File: config.mk
export PLATFORM = sky130hd
export DESIGN_NAME = fwp_flash_protect_erase
export DESIGN_NICKNAME = d
export VERILOG_FILES = /design/src/shared/fwp_pkg.sv /design/src/rtl/fwp_flash_protect_erase.sv
export SDC_FILE = /design/constraint.sdc
export NUM_CORES = 1
export LEC_CHECK = 0
export ABC_AREA = 1
export ABC_CLOCK_PERIOD_IN_PS = 2500
export BUFFER_PORTS_ARGS = -buffer_cell sky130_fd_sc_hd__buf_2
export CORE_ASPECT_RATIO = 1.1
export CORE_UTILIZATION = 52
export CTS_CLUSTER_SIZE = 16
export DETAILED_ROUTE_END_ITERATION = 8
export GPL_TIMING_DRIVEN = 1
export PLACE_DENSITY = 0.77
export RECOVER_POWER = 100
export SYNTH_ARGS = -nofsm -noshare
export SYNTH_HDL_FRONTEND = slang
export SYNTH_SLANG_ARGS = --single-unit
File: constraint.sdc
create_clock -name clock -period 2.5 [get_ports clock]
set_input_delay 0.125 -clock clock [delete_from_list [all_inputs] [get_ports clock]]
set_output_delay 0.125 -clock clock [all_outputs]
set_load 0.02 [all_outputs]
File: src/shared/fwp_pkg.sv
// constants and types for the flash write-protect and whole-array erase logic
package fwp_pkg;

    // command opcodes
    localparam logic [7:0] OP_ERASE_ALL_A = 8'h60;
    localparam logic [7:0] OP_ERASE_ALL_B = 8'hC7;
    localparam logic [7:0] OP_WRITE_ENABLE = 8'h06;
    localparam logic [7:0] OP_WRITE_DISABLE = 8'h04;

    // serial framing
    localparam int BYTE_BITS = 8;
    localparam logic [2:0] BIT_COUNT_LAST = 3'h7;
    localparam logic [2:0] BIT_COUNT_ZERO = 3'h0;

    // clock and erase timing
    localparam int CLOCK_HZ = 20000000;
    localparam int CYCLES_PER_MS = CLOCK_HZ / 1000;
    // whole_array_erase_time in ms, a plain default
    localparam int WHOLE_ARRAY_ERASE_TIME_MS = 4000;
    localparam int WHOLE_ARRAY_ERASE_CYCLES = WHOLE_ARRAY_ERASE_TIME_MS * CYCLES_PER_MS;

    // array geometry
    localparam int ADDR_W = 20;
    localparam logic [19:0] ARRAY_FIRST = 20'h00000;
    localparam logic [19:0] ARRAY_LAST = 20'hFFFFF;
    localparam logic [19:0] REGION_COARSE = 20'h10000;
    localparam logic [19:0] REGION_FINE = 20'h01000;
    localparam logic [19:0] ONE_ADDR = 20'h00001;
    localparam logic [7:0] ERASED_BYTE = 8'hFF;

    // protection bit layout
    localparam int PB_COMPLEMENT = 5;
    localparam int PB_GRANULARITY = 4;
    localparam int PB_TOP_BOTTOM = 3;
    localparam int PB_SIZE_HI = 2;
    localparam int PB_SIZE_LO = 0;
    localparam logic [5:0] PROTECT_RESET = 6'h00;

    // size codes
    localparam logic [2:0] SIZE_NONE = 3'h0;
    localparam logic [2:0] SIZE_COARSE_MAX = 3'h4;
    localparam logic [2:0] SIZE_FINE_MAX = 3'h3;
    localparam logic [2:0] SIZE_FINE_HALF = 3'h5;
    localparam logic [1:0] FINE_HALF_SHIFT = 2'h3;

    typedef enum logic {
        FWP_IDLE,
        FWP_ERASING
    } fwp_state_type;

endpackage

File: src/rtl/fwp_flash_protect_erase.sv
// command logic for write-enable latch, whole-array erase and protection decode
`timescale 1ns/1ps

// Function
// - opcodes 60h and C7h both mean whole-array erase, identically.
// - erase runs only when the write-enable latch is 1 at release.
// - erase takes no address, ignores trailing bytes, starts at select release.
// - erase release off a byte boundary skips erase and clears the latch.
// - erase with any region protected does nothing and clears the latch.
// - busy is reported while an accepted erase runs; host polls it.
// - latch is cleared before the erase cycle finishes.
// - erase is self-timed, no longer than the whole-array erase time.
// - write-enable opcode sets the latch at release, trailing bytes ignored.
// - write-disable opcode clears the latch at release, trailing bytes ignored.
// - incomplete or misaligned enable/disable leaves the latch unchanged.
// - with latch 0, erase and protection writes are not executed.
// - six stored protection bits, changed only by the protection write.
// - coarse codes protect none, 1/16 to 1/2 top or bottom, or all.
// - fine codes protect none, 1/256 to 1/32 at top or bottom, or all.
// - complement bit inverts the selected region exactly.
// - write-protect pin never alters the region, only the update lock.
// - write-protect pin low rejects every protection bit change.
// - erased bytes read back as all ones.
module fwp_flash_protect_erase #(
    parameter int unsigned ERASE_CYCLES = fwp_pkg::WHOLE_ARRAY_ERASE_CYCLES
) (
    // clock and reset
    input wire logic clock,
    input wire logic rstn,
    // serial command link
    input wire logic chipSelectN,
    input wire logic serialClock,
    input wire logic serialDataIn,
    // write-protect pin
    input wire logic writeProtectN,
    // decoded status-register write of the protection bits
    input wire logic protectWriteStrobe,
    input wire logic [5:0] protectWriteData,
    // status
    output logic writeEnableLatch,
    output logic busy,
    output logic eraseDone,
    output logic protectLocked,
    // protection state
    output logic [5:0] protectBits,
    output logic protectEmpty,
    output logic [19:0] protectLow,
    output logic [19:0] protectHigh,
    // array side
    output logic arrayEraseActive,
    output logic [7:0] eraseFillByte
);

    logic rstSync1;
    logic rstSyncN;

    // reset released through two flops
    always_ff @(posedge clock or negedge rstn) begin
        if (!rstn) begin
            rstSync1 <= 1'b0;
            rstSyncN <= 1'b0;
        end else begin
            rstSync1 <= 1'b1;
            rstSyncN <= rstSync1;
        end
    end

    // serial receive state
    logic selectPrev;
    logic clockPrev;
    logic [7:0] shiftReg;
    logic [2:0] bitCount;
    logic opcodeDone;
    logic [7:0] opcode;
    logic next_selectPrev;
    logic next_clockPrev;
    logic [7:0] next_shiftReg;
    logic [2:0] next_bitCount;
    logic next_opcodeDone;
    logic [7:0] next_opcode;
    logic selectRelease;
    logic clockRise;

    always_comb begin
        next_selectPrev = chipSelectN;
        next_clockPrev = serialClock;
        next_shiftReg = shiftReg;
        next_bitCount = bitCount;
        next_opcodeDone = opcodeDone;
        next_opcode = opcode;
        selectRelease = chipSelectN && !selectPrev;
        clockRise = serialClock && !clockPrev && !chipSelectN;
        if (chipSelectN) begin
            // frame state cleared between frames; release uses the old values
            next_bitCount = fwp_pkg::BIT_COUNT_ZERO;
            next_opcodeDone = 1'b0;
            next_shiftReg = 8'h00;
        end else if (clockRise) begin
            next_shiftReg = {shiftReg[6:0], serialDataIn};
            next_bitCount = 3'(bitCount + 3'h1);
            // only the first byte is kept; later bytes are ignored
            if (bitCount == fwp_pkg::BIT_COUNT_LAST && !opcodeDone) begin
                next_opcode = {shiftReg[6:0], serialDataIn};
                next_opcodeDone = 1'b1;
            end
        end
    end

    always_ff @(posedge clock or negedge rstSyncN) begin
        if (!rstSyncN) begin
            selectPrev <= 1'b1;
            clockPrev <= 1'b0;
            shiftReg <= 8'h00;
            bitCount <= 3'h0;
            opcodeDone <= 1'b0;
            opcode <= 8'h00;
        end else begin
            selectPrev <= next_selectPrev;
            clockPrev <= next_clockPrev;
            shiftReg <= next_shiftReg;
            bitCount <= next_bitCount;
            opcodeDone <= next_opcodeDone;
            opcode <= next_opcode;
        end
    end

    // protection region decode
    logic [5:0] protectStore;
    logic [2:0] sizeCode;
    logic [1:0] shiftAmount;
    logic [19:0] regionSize;
    logic baseNone;
    logic baseAll;
    logic decEmpty;
    logic [19:0] decLow;
    logic [19:0] decHigh;

    always_comb begin
        sizeCode = protectStore[fwp_pkg::PB_SIZE_HI:fwp_pkg::PB_SIZE_LO];
        shiftAmount = 2'(sizeCode - 3'h1);
        regionSize = fwp_pkg::REGION_COARSE;
        baseNone = (sizeCode == fwp_pkg::SIZE_NONE);
        baseAll = 1'b0;
        if (!protectStore[fwp_pkg::PB_GRANULARITY]) begin
            // 1/16 .. 1/2 of the array, or all above
            regionSize = fwp_pkg::REGION_COARSE << shiftAmount;
            baseAll = (sizeCode > fwp_pkg::SIZE_COARSE_MAX);
        end else if (sizeCode <= fwp_pkg::SIZE_FINE_MAX) begin
            regionSize = fwp_pkg::REGION_FINE << shiftAmount;
        end else if (sizeCode <= fwp_pkg::SIZE_FINE_HALF) begin
            regionSize = fwp_pkg::REGION_FINE << fwp_pkg::FINE_HALF_SHIFT;
        end else begin
            baseAll = 1'b1;
        end
        decEmpty = 1'b0;
        decLow = fwp_pkg::ARRAY_FIRST;
        decHigh = fwp_pkg::ARRAY_LAST;
        if (!protectStore[fwp_pkg::PB_COMPLEMENT]) begin
            if (baseNone) begin
                decEmpty = 1'b1;
            end else if (!baseAll) begin
                if (!protectStore[fwp_pkg::PB_TOP_BOTTOM]) begin
                    decLow = 20'(fwp_pkg::ARRAY_LAST - regionSize + fwp_pkg::ONE_ADDR);
                end else begin
                    decHigh = 20'(regionSize - fwp_pkg::ONE_ADDR);
                end
            end
        end else begin
            // exact complement of the plain region
            if (baseAll) begin
                decEmpty = 1'b1;
            end else if (!baseNone) begin
                if (!protectStore[fwp_pkg::PB_TOP_BOTTOM]) begin
                    decHigh = 20'(fwp_pkg::ARRAY_LAST - regionSize);
                end else begin
                    decLow = regionSize;
                end
            end
        end
    end

    // command execution
    fwp_pkg::fwp_state_type state;
    fwp_pkg::fwp_state_type next_state;
    logic [31:0] eraseCount;
    logic [31:0] next_eraseCount;
    logic welLatch;
    logic next_welLatch;
    logic [5:0] next_protectStore;
    logic next_eraseDone;
    logic isEraseOp;
    logic aligned;

    always_comb begin
        next_state = state;
        next_eraseCount = eraseCount;
        next_welLatch = welLatch;
        next_protectStore = protectStore;
        next_eraseDone = 1'b0;
        isEraseOp = (opcode == fwp_pkg::OP_ERASE_ALL_A)
            || (opcode == fwp_pkg::OP_ERASE_ALL_B);
        aligned = opcodeDone && (bitCount == fwp_pkg::BIT_COUNT_ZERO);
        unique case (state)
            fwp_pkg::FWP_IDLE: begin
                // commands act only at select release
                if (selectRelease && opcodeDone) begin
                    if (isEraseOp) begin
                        if (!aligned) begin
                            next_welLatch = 1'b0;
                        end else if (!decEmpty) begin
                            // protected array refuses the erase
                            next_welLatch = 1'b0;
                        end else if (welLatch) begin
                            next_state = fwp_pkg::FWP_ERASING;
                            next_eraseCount = ERASE_CYCLES;
                            // cleared at the start, well before the end
                            next_welLatch = 1'b0;
                        end
                    end else if (aligned && opcode == fwp_pkg::OP_WRITE_ENABLE) begin
                        next_welLatch = 1'b1;
                    end else if (aligned && opcode == fwp_pkg::OP_WRITE_DISABLE) begin
                        next_welLatch = 1'b0;
                    end
                end else if (protectWriteStrobe && welLatch && writeProtectN) begin
                    // the pin only locks updates
                    next_protectStore = protectWriteData;
                    next_welLatch = 1'b0;
                end
            end
            fwp_pkg::FWP_ERASING: begin
                // self-timed; ends exactly after the erase time
                if (eraseCount <= 32'h00000001) begin
                    next_state = fwp_pkg::FWP_IDLE;
                    next_eraseCount = 32'h00000000;
                    next_eraseDone = 1'b1;
                end else begin
                    next_eraseCount = 32'(eraseCount - 32'h00000001);
                end
            end
        endcase
    end

    always_ff @(posedge clock or negedge rstSyncN) begin
        if (!rstSyncN) begin
            state <= fwp_pkg::FWP_IDLE;
            eraseCount <= 32'h00000000;
            welLatch <= 1'b0;
            protectStore <= fwp_pkg::PROTECT_RESET;
        end else begin
            state <= next_state;
            eraseCount <= next_eraseCount;
            welLatch <= next_welLatch;
            protectStore <= next_protectStore;
        end
    end

    // next values of the output flops
    logic next_busy;
    logic next_protectLocked;
    logic [5:0] next_protectBits;
    logic next_protectEmpty;
    logic [19:0] next_protectLow;
    logic [19:0] next_protectHigh;
    logic next_arrayEraseActive;
    logic [7:0] next_eraseFillByte;

    always_comb begin
        // busy follows the state edge, so it never lags the erase start
        next_busy = (next_state == fwp_pkg::FWP_ERASING);
        next_protectLocked = !writeProtectN;
        next_protectBits = protectStore;
        next_protectEmpty = decEmpty;
        next_protectLow = decLow;
        next_protectHigh = decHigh;
        next_arrayEraseActive = (next_state == fwp_pkg::FWP_ERASING);
        next_eraseFillByte = fwp_pkg::ERASED_BYTE;
    end

    // output registers; latch, busy, done and array flags match the state, protection outputs lag it by one cycle
    always_ff @(posedge clock or negedge rstSyncN) begin
        if (!rstSyncN) begin
            writeEnableLatch <= 1'b0;
            busy <= 1'b0;
            eraseDone <= 1'b0;
            protectLocked <= 1'b0;
            protectBits <= fwp_pkg::PROTECT_RESET;
            protectEmpty <= 1'b1;
            protectLow <= fwp_pkg::ARRAY_FIRST;
            protectHigh <= fwp_pkg::ARRAY_LAST;
            arrayEraseActive <= 1'b0;
            eraseFillByte <= fwp_pkg::ERASED_BYTE;
        end else begin
            writeEnableLatch <= next_welLatch;
            busy <= next_busy;
            eraseDone <= next_eraseDone;
            protectLocked <= next_protectLocked;
            protectBits <= next_protectBits;
            protectEmpty <= next_protectEmpty;
            protectLow <= next_protectLow;
            protectHigh <= next_protectHigh;
            arrayEraseActive <= next_arrayEraseActive;
            eraseFillByte <= next_eraseFillByte;
        end
    end

endmodule

==> impl_metrics.toml <==
[floorplanning]
dieArea_um2 = 9700
core_um2 = 8960
io_pins = 73
start_util_pct = 54.0
fp.dieW_um = 94.0
rows = 36
die_h_um = 103

[timing]
fin_setup_tns_ns = 0
fmax_mhz = 480
period_minus_slack_ns = 2.08
grt_setup_unrepaired = "no"
drv_slew = 0
fin_worst_skew_ns = 0.0100
finalHoldViolations = 0
layout_worst_path_cycle_share_pct = 83.3
slew_headroom_pct = 27.6
tightest_slew_ns = 1.09
setup_violations = 0

[logic_synthesis]
synth_cell_types = 34
syn_area_um2 = 4840
yosysWarnings = 0
syn_avg_cell_area_um2 = 7.79
yosysSeqAreaShare_pct = 45.8
ys_ff_latch = 88
netlist_instances = 621

[global_routing]
grt_first_pass_wirelength_um = 17700
antenna_found_initial = 0
grt_pass1_vias = 3867
grt.overflow.total = 0
grt_util_all_layers_pct = 23.6
grt_max_degree = 53

[flow_run]
cap_violations = 0

[worst_setup_path]
worstPathCellList = "nor2_1 > inv_1 > nor2_1 > nand2_2 > nand2_1 > nand3_1 > nand2_2 > inv_4 > nand2_1 > o21ai_0"
cpLargestDelayFamily = "simple AND/OR/NAND/NOR gates"
slowest_delay_ns = 0.50
critical_path.slowest_cell = "dfrtp_1"
rrSetupSlack_ns = 0.42
start_kind = "flip-flop"
critPathKind = "reg -> reg"
end_kind = "flip-flop"
cp_data_required_time_ns = 2.73
r2r-start = "next_protectBits[1]$_DFFE_PN0P_"
cp_num_buf_inv = 2
r2r_cells = 10
worstSetupStartpoint = "next_protectBits[1]$_DFFE_PN0P_"
timing.rr.end = "eraseCount[2]$_DFFE_PN0P_"
worstPathMaxFanout = 16
critical_path_arrival_ns = 2.31

[cells_and_area]
final_nets = 687
final_cell_mix = "nand2_1 (140), nor2_1 (104), dfrtp_1 (77)"
num_antenna_cells = 0
drive_gt1_share_pct = 8.33
nFillCells = 820
area_growth_pct = 6.13
final_common_cell = "nand2_1"

[min_path]
worstHoldPathCells = 3
worstHoldStart = "protectWriteData[4]"
hp-class = "in -> reg"
min_to = "next_protectBits[4]$_DFFE_PN0P_"

[power_and_ir_drop]
irDropWorstVdd_uv = 669
power_mw = 3.91
p_leak_nw = 2.38
powerDensity_nw_per_um2 = 761

[drt]
wire_per_inst_um = 13.1
via_count = 4074
viasPerCell = 5.18
drc = 0
first_pass_iters = 6
postRouteAntennaNets = 0
first_iter_violations = 250
routed_wl_um = 10300

[clock_network]
ctsHtreeMaxLevel = 3
cts_resized = 0
path_clk_slew_ns = 0.09
cts_inserted_buffers = 9
max-clock-path-buffers = 2
cts_sinks = 88
postCtsHoldBufs = 4
cts_tree = "built"
insertion_delay_ns = 0.36
cts_setup_buffers = 0
cts_root_buf = "clkbuf_8"

[placed_design]
portBuffers = 40
dp_hpwl_um = 7520
routabilityCongestion = 0.957

[run_status]
status = "complete, no violations"
[sequential cells by signal (all words and copies together) (netlist names), 3 cells and up]
name              count
bitCount              3
shiftReg              7
eraseCount           32
next_protectBits      6
protectHigh           8
protectBits           6
opcode                8
protectLow            8
[Yosys cell counts]
master     instances  area share (%)
ha_1               7             1.8
buf_2              3            0.31
nor2_4             2            0.47
conb_1             2            0.16
clkbuf_1           3            0.23
nand2_2           13             1.7
o21ai_0           31             3.2
o21bai_1           3            0.47
o2111ai_1          1            0.18
buf_4             34             5.3
nand3_1           35             3.6
o22ai_1           18             2.3
nand4_1           10             1.3
nand2_4            2            0.47
buf_6              1            0.23
a21oi_1           18             1.9
dfrtp_1           78              40
o31ai_1            1            0.16
inv_4              1            0.13
o21ai_2            3            0.54
nand3_2            2            0.41
dfstp_2           10             5.4
nor2_2             6            0.78
inv_1             67             5.2
nand2_1          132              10
nand3b_1           1            0.16
nor2_1           100             7.8
nand4_2            2            0.52
buf_12             1            0.41
xnor2_1            2            0.36
inv_2              6            0.47
xor2_1            11             2.0
nor3_1             6            0.62
o21ai_1            9            0.93
[worst min-delay path, stage by stage]
cell and delay (ns):
buf_2 0.07, nor2_1 0.03, a21oi_1 0.10
[metal layers]
metal | part of all wire, % | wire, um | GRT usage (%)
met1 | 43 | 4430 | 30.1
met4 | 2.1 | 219 | 9.47
met3 | 4.6 | 476 | 4.09
met5 | 0 | 0 | 0
met2 | 50 | 5170 | 40.2
[power breakdown]
part | switching [mW] | total, mW | leakage (nW) | internal (mW)
registers | 0.188 | 1.83 | 1.01 | 1.65
logic | 0.824 | 1.14 | 1.28 | 0.314
clock network | 0.517 | 0.933 | 0.0886 | 0.416
[through the flow]
| step | cell area [um2] | setup slack [ns] | hold slack (ns) | instances | utilization (%) |
|---|---|---|---|---|---|
| 3_5_place_dp | 5020 | 0.643 | -0.0840 | 766 | 56.0 |
| 3_3_place_gp | 5020 | 0.752 | -0.0899 | 766 | 56.0 |
| 5_1_grt | 5140 | 0.200 | 0.0202 | 786 | 57.3 |
| 2_1_floorplan | 4960 | 0.976 | -0.171 | 652 | - |
| 6_report | 5140 | 0.418 | 0.00707 | 786 | 57.3 |
| 4_1_cts | 5240 | 0.592 | 0.00266 | 786 | 58.5 |
[worst max path at each step]
stage,to,slack [ns],cells after the start
CTS,eraseCount[2]$_DFFE_PN0P_,0.59,9
global placement,eraseCount[27]$_DFFE_PN0P_,0.75,10
global route,opcode[0]$_DFFE_PN0P_,0.20,1
finish,eraseCount[2]$_DFFE_PN0P_,0.42,10
detailed placement,eraseCount[2]$_DFFE_PN0P_,0.64,9
floorplan,eraseCount[31]$_DFFE_PN0P_,0.98,10
[kinds of logic (layout without fill, tap and decap cells)]
kind of cell    Yosys count  count (layout)  synth area share, %
compound gates           84              84                 9.67
xor+xnor                 13              13                 2.35
fa+ha+maj                 7               7                 1.81
buf+inv                 116             136                 12.3
flops                    88              88                 45.8
other cells               2              33                0.155
simple gates            311             311                 28.0
[final cells by class]
type | instances | area [um2] | area share (%)
clock buffers | 12 | 155 | 3.02
clock inverters | 4 | 28.8 | 0.560
inverters | 74 | 280 | 5.46
multi-input cells | 448 | 2100 | 41.0
flip-flops and latches | 88 | 2220 | 43.1
well taps | 114 | 143 | 2.78
repair buffers | 46 | 210 | 4.09
Note: power is estimated with default switching activity, not from simulation.
